<file path="src/dioi_pkg.sv">
package dioi_pkg;
  localparam int unsigned NCH = 32;
  // Register byte offsets (word aligned)
  localparam logic [4:0] OFS_IN_DATA  = 5'h00;
  localparam logic [4:0] OFS_OUT_DATA = 5'h04;
  localparam logic [4:0] OFS_IRQ_EN   = 5'h08;
  localparam logic [4:0] OFS_IRQ_EDGE = 5'h0c;
  localparam logic [4:0] OFS_IRQ_STAT = 5'h10;
  localparam logic [4:0] OFS_FILT_SEL = 5'h14;
  localparam logic [4:0] OFS_IRQ_MAP  = 5'h18;
  localparam logic [31:0] RST_OUT_DATA = 32'h00000000;
  localparam logic [31:0] RST_IRQ_EN   = 32'h00000000;
  localparam logic [31:0] RST_IRQ_EDGE = 32'h00000000;
  localparam logic [3:0]  RST_FILT_SEL = 4'h0;
  localparam logic [31:0] UNMAPPED_RD  = 32'h00000000;
  // Filter stable time is 2^filt_sel cycles; 0 bypasses the filter
  localparam int unsigned FILT_W = 16;
  localparam int unsigned CLK_MHZ = 25;

  typedef enum logic [1:0] {
    DIOI_IDLE = 2'b01,
    DIOI_RESP = 2'b10
  } dioi_bus_st_t;

  typedef struct packed {
    logic [4:0]  address;
    logic        read;
    logic        write;
    logic [31:0] writedata;
    logic [3:0]  byteenable;
  } dioi_av_req_t;

  typedef struct packed {
    logic [31:0] readdata;
    logic        waitrequest;
  } dioi_av_rsp_t;
endpackage : dioi_pkg

</file>
<file path="src/dioi_filter.sv">
`timescale 1ns/1ps
module dioi_filter (
  input  wire logic                           clock,
  input  wire logic                           reset_n,
  input  wire logic                           raw,
  input  wire logic [3:0]                     sel,
  output logic                                filt
);
  typedef struct packed {
    logic                        s1;
    logic                        s2;
    logic [dioi_pkg::FILT_W-1:0] cnt;
    logic                        out;
  } dioi_filt_st_t;

  dioi_filt_st_t st_q;
  dioi_filt_st_t st_d;
  logic [dioi_pkg::FILT_W-1:0] limit;

  // Pins idle high (pulled up), so filtered level starts high
  always_comb begin
    st_d  = st_q;
    limit = (dioi_pkg::FILT_W)'((17'h1 << sel) - 17'h1);
    st_d.s1 = raw;
    st_d.s2 = st_q.s1;
    if (sel == 4'h0) begin
      st_d.out = st_q.s2;
      st_d.cnt = '0;
    end else if (st_q.s2 == st_q.out) begin
      st_d.cnt = '0;
    end else if (st_q.cnt >= limit) begin
      // Level must stay different for 2^sel cycles before it is accepted
      st_d.out = st_q.s2;
      st_d.cnt = '0;
    end else begin
      st_d.cnt = st_q.cnt + 1'b1;
    end
  end

  always_ff @(posedge clock or negedge reset_n) begin
    if (!reset_n) begin
      st_q <= '{s1: 1'b1, s2: 1'b1, cnt: '0, out: 1'b1};
    end else begin
      st_q <= st_d;
    end
  end

  assign filt = st_q.out;
endmodule : dioi_filter

</file>
<file path="src/dioi_port.sv">
// Implementation choices: the Avalon-MM interface to the registers and the register offsets.
`timescale 1ns/1ps
module dioi_port (
  input  wire logic                   clock,
  input  wire logic                   reset_n,
  input  wire dioi_pkg::dioi_av_req_t av_req,
  output dioi_pkg::dioi_av_rsp_t      av_rsp,
  input  wire logic [31:0]            pin_in,
  output logic [31:0]                 pin_out_o,
  output logic [31:0]                 pin_out_oe_n,
  output logic                        irq
);
  typedef struct packed {
    dioi_pkg::dioi_bus_st_t bus;
    logic                   wreq;
    logic [31:0]            rdata;
    logic [31:0]            out_data;
    logic [31:0]            irq_en;
    logic [31:0]            irq_edge;
    logic [31:0]            irq_stat;
    logic [3:0]             filt_sel;
    logic [31:0]            prev;
    logic [31:0]            oe_n;
    logic                   irq;
  } dioi_state_t;

  dioi_state_t st_q;
  dioi_state_t st_d;
  logic [31:0] filt_pin;
  logic [31:0] in_data;
  logic [31:0] rise_ev;
  logic [31:0] fall_ev;
  logic [31:0] ev;
  logic [31:0] wmask;
  logic [31:0] stat_next;
  logic        wr_go;
  logic        rd_go;

  // Address decode, one-hot over the register map
  logic        hit_in;
  logic        hit_out;
  logic        hit_en;
  logic        hit_edge;
  logic        hit_stat;
  logic        hit_filt;
  logic        hit_map;
  logic [31:0] rd_mux;

  genvar g;
  generate
    for (g = 0; g < dioi_pkg::NCH; g++) begin : g_filt
      dioi_filter u_filt (
        .clock   (clock),
        .reset_n (reset_n),
        .raw     (pin_in[g]),
        .sel     (st_q.filt_sel),
        .filt    (filt_pin[g])
      );
    end
  endgenerate

  // Byte-lane mask for writes
  always_comb begin
    for (int i = 0; i < 4; i++) begin
      wmask[i*8 +: 8] = {8{av_req.byteenable[i]}};
    end
  end

  // One decode serves both directions, so reads and writes never disagree on the map
  always_comb begin
    hit_in   = 1'b0;
    hit_out  = 1'b0;
    hit_en   = 1'b0;
    hit_edge = 1'b0;
    hit_stat = 1'b0;
    hit_filt = 1'b0;
    hit_map  = 1'b0;
    case (av_req.address)
      dioi_pkg::OFS_IN_DATA: begin
        hit_in = 1'b1;
      end
      dioi_pkg::OFS_OUT_DATA: begin
        hit_out = 1'b1;
      end
      dioi_pkg::OFS_IRQ_EN: begin
        hit_en = 1'b1;
      end
      dioi_pkg::OFS_IRQ_EDGE: begin
        hit_edge = 1'b1;
      end
      dioi_pkg::OFS_IRQ_STAT: begin
        hit_stat = 1'b1;
      end
      dioi_pkg::OFS_FILT_SEL: begin
        hit_filt = 1'b1;
      end
      dioi_pkg::OFS_IRQ_MAP: begin
        hit_map = 1'b1;
      end
      default: begin
      end
    endcase
  end

  // Unmapped offsets read as a fixed value rather than aliasing a register
  always_comb begin
    rd_mux = dioi_pkg::UNMAPPED_RD;
    if (hit_in) begin
      rd_mux = ~filt_pin;
    end
    if (hit_out) begin
      rd_mux = st_q.out_data;
    end
    if (hit_en) begin
      rd_mux = st_q.irq_en;
    end
    if (hit_edge) begin
      rd_mux = st_q.irq_edge;
    end
    if (hit_stat) begin
      rd_mux = st_q.irq_stat;
    end
    if (hit_filt) begin
      rd_mux = {28'h0000000, st_q.filt_sel};
    end
    if (hit_map) begin
      rd_mux = st_q.irq_stat & st_q.irq_en;
    end
  end

  always_comb begin
    st_d    = st_q;
    in_data = ~filt_pin;
    // Previous value tracks logical data, so a 0->1 step is a pin high-to-low
    rise_ev = in_data & ~st_q.prev;
    fall_ev = ~in_data & st_q.prev;
    // Edge bit 0 selects logical rising, 1 selects logical falling
    ev = st_q.irq_en & ((~st_q.irq_edge & rise_ev) | (st_q.irq_edge & fall_ev));
    wr_go = (st_q.bus == dioi_pkg::DIOI_IDLE) && av_req.write && !av_req.read;
    rd_go = (st_q.bus == dioi_pkg::DIOI_IDLE) && av_req.read && !av_req.write;
    st_d.prev = in_data;
    stat_next = st_q.irq_stat;
    // A write lands at its taking edge, so the answer cycle already shows the new value
    if (wr_go && hit_out) begin
      st_d.out_data = (st_q.out_data & ~wmask) | (av_req.writedata & wmask);
    end
    if (wr_go && hit_en) begin
      st_d.irq_en = (st_q.irq_en & ~wmask) | (av_req.writedata & wmask);
    end
    if (wr_go && hit_edge) begin
      st_d.irq_edge = (st_q.irq_edge & ~wmask) | (av_req.writedata & wmask);
    end
    if (wr_go && hit_stat) begin
      // Write one to clear
      stat_next = st_q.irq_stat & ~(av_req.writedata & wmask);
    end
    // Only lane 0 carries the filter setting
    if (wr_go && hit_filt && av_req.byteenable[0]) begin
      st_d.filt_sel = av_req.writedata[3:0];
    end
    // A new edge in the clearing cycle survives the clear
    st_d.irq_stat = stat_next | ev;
    st_d.irq      = |st_d.irq_stat;
    // Open collector: data 1 pulls low (enable low), data 0 releases to pull-up
    st_d.oe_n     = ~st_d.out_data;
    case (st_q.bus)
      dioi_pkg::DIOI_IDLE: begin
        if (wr_go || rd_go) begin
          st_d.bus = dioi_pkg::DIOI_RESP;
        end
        // Read data are captured at the taking edge and stand until the next read
        if (rd_go) begin
          st_d.rdata = rd_mux;
        end
      end
      dioi_pkg::DIOI_RESP: begin
        st_d.bus = dioi_pkg::DIOI_IDLE;
      end
      default: begin
        st_d.bus = dioi_pkg::DIOI_IDLE;
      end
    endcase
    // Registered so the answer strobe comes from a flop, not from state decode
    st_d.wreq = (st_d.bus != dioi_pkg::DIOI_RESP);
  end

  // Reset leaves every output released and the bus idle
  always_ff @(posedge clock or negedge reset_n) begin
    if (!reset_n) begin
      st_q <= '{bus:      dioi_pkg::DIOI_IDLE,
                wreq:     1'b1,
                rdata:    32'h00000000,
                out_data: dioi_pkg::RST_OUT_DATA,
                irq_en:   dioi_pkg::RST_IRQ_EN,
                irq_edge: dioi_pkg::RST_IRQ_EDGE,
                irq_stat: 32'h00000000,
                filt_sel: dioi_pkg::RST_FILT_SEL,
                prev:     32'h00000000,
                oe_n:     32'hffffffff,
                irq:      1'b0};
    end else begin
      st_q <= st_d;
    end
  end

  // Waitrequest is low only in the response cycle; a lone read or write strobe in idle is stalled one cycle
  assign av_rsp.waitrequest = st_q.wreq;
  assign av_rsp.readdata    = st_q.rdata;
  // Open collector never drives high; only the enable moves
  assign pin_out_o          = 32'h00000000;
  assign pin_out_oe_n       = st_q.oe_n;
  assign irq                = st_q.irq;
endmodule : dioi_port

</file>
<file path="config.mk">
export PLATFORM = sky130hd
export DESIGN_NAME = dioi_port
export DESIGN_NICKNAME = d
export VERILOG_FILES = /design/src/dioi_pkg.sv /design/src/dioi_filter.sv /design/src/dioi_port.sv
export SDC_FILE = /design/constraint.sdc
export NUM_CORES = 2
export LEC_CHECK = 0
export ABC_AREA = 1
export BUFFER_PORTS_ARGS = -buffer_cell sky130_fd_sc_hd__buf_2
export CORE_ASPECT_RATIO = 0.75
export CORE_MARGIN = 2
export CORE_UTILIZATION = 32
export DETAILED_ROUTE_END_ITERATION = 10
export GPL_ROUTABILITY_DRIVEN = 0
export GPL_TIMING_DRIVEN = 0
export PLACE_DENSITY = 0.59
export REMOVE_ABC_BUFFERS = 1
export SKIP_LAST_GASP = 1
export SLEW_MARGIN = 20
export SYNTH_ARGS = -nofsm -noshare
export SYNTH_HDL_FRONTEND = slang
export SYNTH_SLANG_ARGS = --single-unit
</file>
<file path="constraint.sdc">
create_clock -name clock -period 7.4 [get_ports clock]
set_input_delay 2.22 -clock clock [delete_from_list [all_inputs] [get_ports clock]]
set_output_delay 2.22 -clock clock [all_outputs]
set_load 0.01 [all_outputs]
</file>
Yosys cells after proc, flatten, opt, wreduce, memory -nomap -nowiden
Index checks and enable logic that the tools add are counted.
- register bits: 840
- input bits: 77
- add/subtract/negate cells: 33
- $lt $le $gt $ge: 32
- equal/unequal tests: 72
- shift operators: 1
- muxes and demuxes: 178
- bitwise gates (word level): 23
- reductions and logical operators: 81
- operators with widths (cell ; count):
    $mux 16 ; 64
    $mux 17 ; 32
    $add 16x1->16 const B ; 32
    $ge 16x16->1 ; 32
    $and 32x32->32 ; 11
    $mux 32 ; 9
    $not 32->32 ; 7
    $or 32x32->32 ; 5
    $mux 1 ; 71
    $reduce_and 2->1 ; 33
    $ne 2x2->1 const B ; 32
    $reduce_bool 2->1 ; 32
    $eq 1x1->1 ; 32
    $reduce_or 32->1 ; 1
    $shl 1x4->16 const A ; 1
    $sub 16x1->16 const B ; 1
    $eq 5x5->1 const B ; 3
    $eq 5x4->1 const B ; 2
    $logic_and 1x1->1 ; 10
    $eq 5x3->1 const B ; 1
    $logic_not 5->1 ; 1
    $logic_not 4->1 ; 1
    $mux 2 ; 2
    $eq 2x1->1 const B ; 1
    other kinds (3) ; 4

Depth between registers and ports, before layout
- depth in word-level cells: 9
- mapped depth: 26
- gate-level depth less buffers: 24

Hierarchy
Synthesis repeated with hierarchy kept, for this count alone.
- cells, all modules: 7875
- area total of the unflattened synthesis: 60162.7 um2
- by module, submodules not included (module ; times used ; cells an instance ; area each (um2) ; sequential area each (um2)):
    dioi_filter (g_filt[12].u_filt ...) ; 24 ; 205 ; 1529.0 ; 479.2
    dioi_port ; 1 ; 1346 ; 11262.1 ; 5848.1
    dioi_filter (g_filt[0].u_filt ...) ; 6 ; 199 ; 1520.2 ; 479.2
    dioi_filter (g_filt[9].u_filt) ; 1 ; 211 ; 1547.7 ; 479.2
    dioi_filter (g_filt[4].u_filt) ; 1 ; 204 ; 1536.5 ; 479.2

Least setup slack after synthesis
OpenSTA, ideal clock, no wires.
- path type: reg-to-reg
- start: register st_q[68] (netlist name)
- end: register g_filt[1].u_filt.st_q[10] (netlist name)
- setup time: 0.069 ns
- arrival time: 5.288 ns
- data required time: 7.331 ns
- slack: 2.043 ns
- cell stages (with the launch flop): 18
- path buffers: 3
- period minus slack after synthesis: 5.357 ns
- cell sequence: dfrtp_1 buf_4 inv_2 nand2_2 nor2_2 buf_2 inv_1 ha_1 inv_1 a21oi_1 xor2_1 ha_1 nand2_1 nor2_1 a2111oi_0 nand3_2 buf_4 nor2_2
- RTL lines (element ; line ; RTL):
    start, declared ; dioi_port.sv:27 ; dioi_state_t st_q;
    start signal, assigned ; dioi_port.sv:190 ; st_q <= '{bus: dioi_pkg::DIOI_IDLE,
    start signal, assigned ; dioi_port.sv:202 ; st_q <= st_d;
    end signal, assigned ; dioi_filter.sv:42 ; st_q <= '{s1: 1'b1, s2: 1'b1, cnt: '0, out: 1'b1};
    end signal, assigned ; dioi_filter.sv:44 ; st_q <= st_d;
    end, declared ; dioi_filter.sv:16 ; dioi_filt_st_t st_q;

==> summary.txt <==
Timing
  • Max transition margin: between 20% and 30%
  • Setup WS post-layout: 1.49 ns
  • WHS: 0.345 ns
  • Setup Skew: 0.0344 ns
  • RSZ-0062 raised after global routing: no
  • Achievable Freq: around 170 MHz
  • Fin. Hold Viols: 0
  • Worst Tran Pin Value: 1.14 ns
  • Period utilization: between 70% and 80%
  • Total negative slack: 0 ns
  • Min cycle time layout: ~5.9 ns
  • Final Slew Violations: 0
  • Finish-stage setup viols: 0

Logic synthesis
  • Area leader, netlist: dfrtp_1
  • Synth top area share: between 30 and 40%
  • Post-synth ARST share: 100%
  • Syn Inst Count: 5844
  • Yosys cell types: 46
  • Post-Syn Area per Cell: 8.51 sq um
  • Sequential area share after synthesis: 42.6%
  • Mapped Area: 49700 sq um
  • EDFF count, synth: 0
  • Top FF cell, synth: dfrtp_1
  • Synthesis Warnings: 0
  • Yosys reg bits: 840
  • Top cells by area, synth: dfrtp_1, ha_1, nand2_1

Die
  • Io pins: ~180
  • Die area: 159000 sq um
  • Placeable Area: 155000 sq um
  • Starting Density: roughly 32%
  • Die Height: 345 um
  • Row count: 125
  • DIE WIDTH: 459 um

Pwr
  • Total power: about 0.013 W
  • Maximum VDD drop: 0.179 mV
  • P_leak: 26.4 nW
  • P per Cell Area: between 200 and 250 nW/um^2

Global routing
  • M1 GR Usage: 22.3%
  • GRT overflow: 0
  • First-pass GRT wire length: 207 mm
  • Vias in the first global route: 37300
  • GRT Total Usage: 16.5%
  • GRT busiest layer: met2
  • GR Util met3: 2.34%
  • Largest net degree at the start of global routing: 132
  • Met2 GRT Util: 26.8%
  • Initial antenna violation count: 12

Clock tree
  • Clk_lat worst skew: 0.73 ns
  • Clock sink count: 840
  • Hold-fix buffers at CTS: 0
  • Post-CTS Setup Repair Bufs: 0
  • CTS tree: yes
  • Clock-pin transition on the worst setup and hold timing paths: 0.06 ns
  • Num CTS Buffers: 93
  • Resize count post-CTS: 0
  • CTS H-tree depth: 3
  • Clk Tree Root Cell: clkbuf_16
  • CTS Buffer Depth: 3

Place
  • HPWL Detailed: 91.3 mm
  • Setup WS pre-CTS: 1.15 ns
  • Dpl cell area: 53200 sq um
  • Port bufs: between 100 and 150

Cells and area
  • Layout cells sized above 1: 12.8%
  • Final instance area: 56400 sq um
  • Final #Nets: about 6600
  • Layout filler cell count: approximately 15000
  • Area grow syn2layout: 13.4%
  • Most frequent cells in the layout: nand2_1, inv_1, dfrtp_1, nor2_1, ha_1
  • Most common cell after layout, fill and taps aside: nand2_1

Route
  • Vias: 37900
  • Average wire per standard cell: ~16 um
  • DR pass1 iterations: 6
  • WL final: 130 mm
  • Initial DRC Count: 2889
  • Vias/cell: 4.67
  • Final ANT Viol Nets: 0
  • DRC Markers: 0

Critical path
  • CP Launch Type: flip-flop
  • Worst path slowest cell: dfrtp_1
  • Crit path largest cell delay: 0.57 ns
  • Required @ worst endpoint: ~8 ns
  • Arrival time at the worst endpoint: 6.53 ns
  • Critical Path Fanout Max: 25
  • Critical path class: flip-flop to flip-flop
  • Worst path cell trace: inv_4, buf_12, nand2_2, nor2_4, buf_16, inv_4, buf_16, ha_4, inv_1, a21oi_1, xor2_4, buf_16, buf_8, buf_8, ha_1, nand2_1, nor2_1, a2111oi_1, nand3_2, nor2_2
  • Crit path top cell by count: buf_16
  • Worst Setup End Kind: flip-flop

Flow run
  • Max_cap viols: 0

Hold path
  • Hold/Removal Path Class: flip-flop to flip-flop

Status
  • Status: finished, final reports clean
## state kept, by name, indices dropped and copies added (netlist names), named ones only
signal,count
pin_out_oe_n,32
st_q,102
g_filt.u_filt.filt,32
av_rsp,33
irq,1
g_filt.u_filt.st_q,544
g_filt.u_filt.st_d,32
## synthesized netlist by cell type (102+ instances only)
master   count
a21oi_1    194
buf_4      111
dfrtp_1    710
dfstp_2    130
ha_1       481
inv_1      757
nand2_1   1229
nand3_1    207
nor2_1     681
nor2_2     201
o21ai_0    196
xnor2_1    102
xor2_1     308
## power breakdown
part           internal (W)  switching (W)
clock network       0.00287        0.00203
registers           0.00495       0.000287
logic              0.000840        0.00165
## cell type report
type                            instances  area [sq um]  area share (%)
Inverter                              764          2870            5.09
Clock buffer                          143          2770            4.90
Sequential cell                       840         21200            37.6
Timing Repair Buffer                  196          1830            3.25
Tap cell                             2032          2540            4.51
Antenna cell                            3          7.51          0.0133
Clock inverter                         31           443           0.785
Multi-Input combinational cell       4107         24800            43.9
## path summary, 6_finish.rpt
kind	cells past startpoint	end	startpoint	slack, ns
setup / recovery	20	g_filt[24].u_filt.st_q[13]$_DFF_PN0_	st_q[68]$_DFFE_PN0P_	1.49
hold / removal	0	g_filt[11].u_filt.st_q[17]$_DFF_PN1_	g_filt[11].u_filt.st_d[17]$_DFF_PN1_	0.34
setup reg to reg	20	g_filt[24].u_filt.st_q[13]$_DFF_PN0_	st_q[68]$_DFFE_PN0P_	1.49
hold reg to reg	0	g_filt[11].u_filt.st_q[17]$_DFF_PN1_	g_filt[11].u_filt.st_d[17]$_DFF_PN1_	0.34
max in group asynchronous	4	g_filt[19].u_filt.st_q[4]$_DFF_PN0_	reset_n	3.71
min in group asynchronous	1	g_filt[26].u_filt.st_q[14]$_DFF_PN0_	reset_n	1.46
## metal layers
| metal | routed length (um) | part of all wire, % |
|---|---|---|
| met2 | 59700 | 46 |
| met5 | 43 | 0.033 |
| met3 | 4890 | 3.8 |
| met4 | 4470 | 3.4 |
| met1 | 60900 | 47 |
## worst max-delay path, delay by kind of cell (launching register included)
| kind | cells | cell delay (ns) |
|---|---|---|
| buffers and inverters | 9 | 2.09 |
| DFF | 1 | 0.57 |
| xor gates and xnor gates | 1 | 0.43 |
| adders and majority gates | 2 | 0.44 |
| and+or+nand+nor | 6 | 1.49 |
| AOI/OAI and AO/OA | 2 | 0.68 |
## per-stage QoR
step                utilization (%)  instances
global route                   36.5       8116
detailed placement             34.4       7939
CTS                            36.5       8113
floorplan                         -       5711
finish                         36.5       8116
global placement               33.5       7885
## kinds of logic (layout without fill, tap and decap cells)
logic type | Yosys count | count (layout) | share of synthesized area, %
flip-flops | 840 | 840 | 42.6
adder cells (fa/ha/maj) | 481 | 481 | 12.1
AND/OR/NAND/NOR | 2501 | 2501 | 21.7
AO/OA/AOI/OAI | 651 | 651 | 7.95
buffers and inverters | 959 | 1134 | 8.47
other | 2 | 67 | 0.0151
XOR/XNOR | 410 | 410 | 7.22
Power figures use the tool's default switching activity.
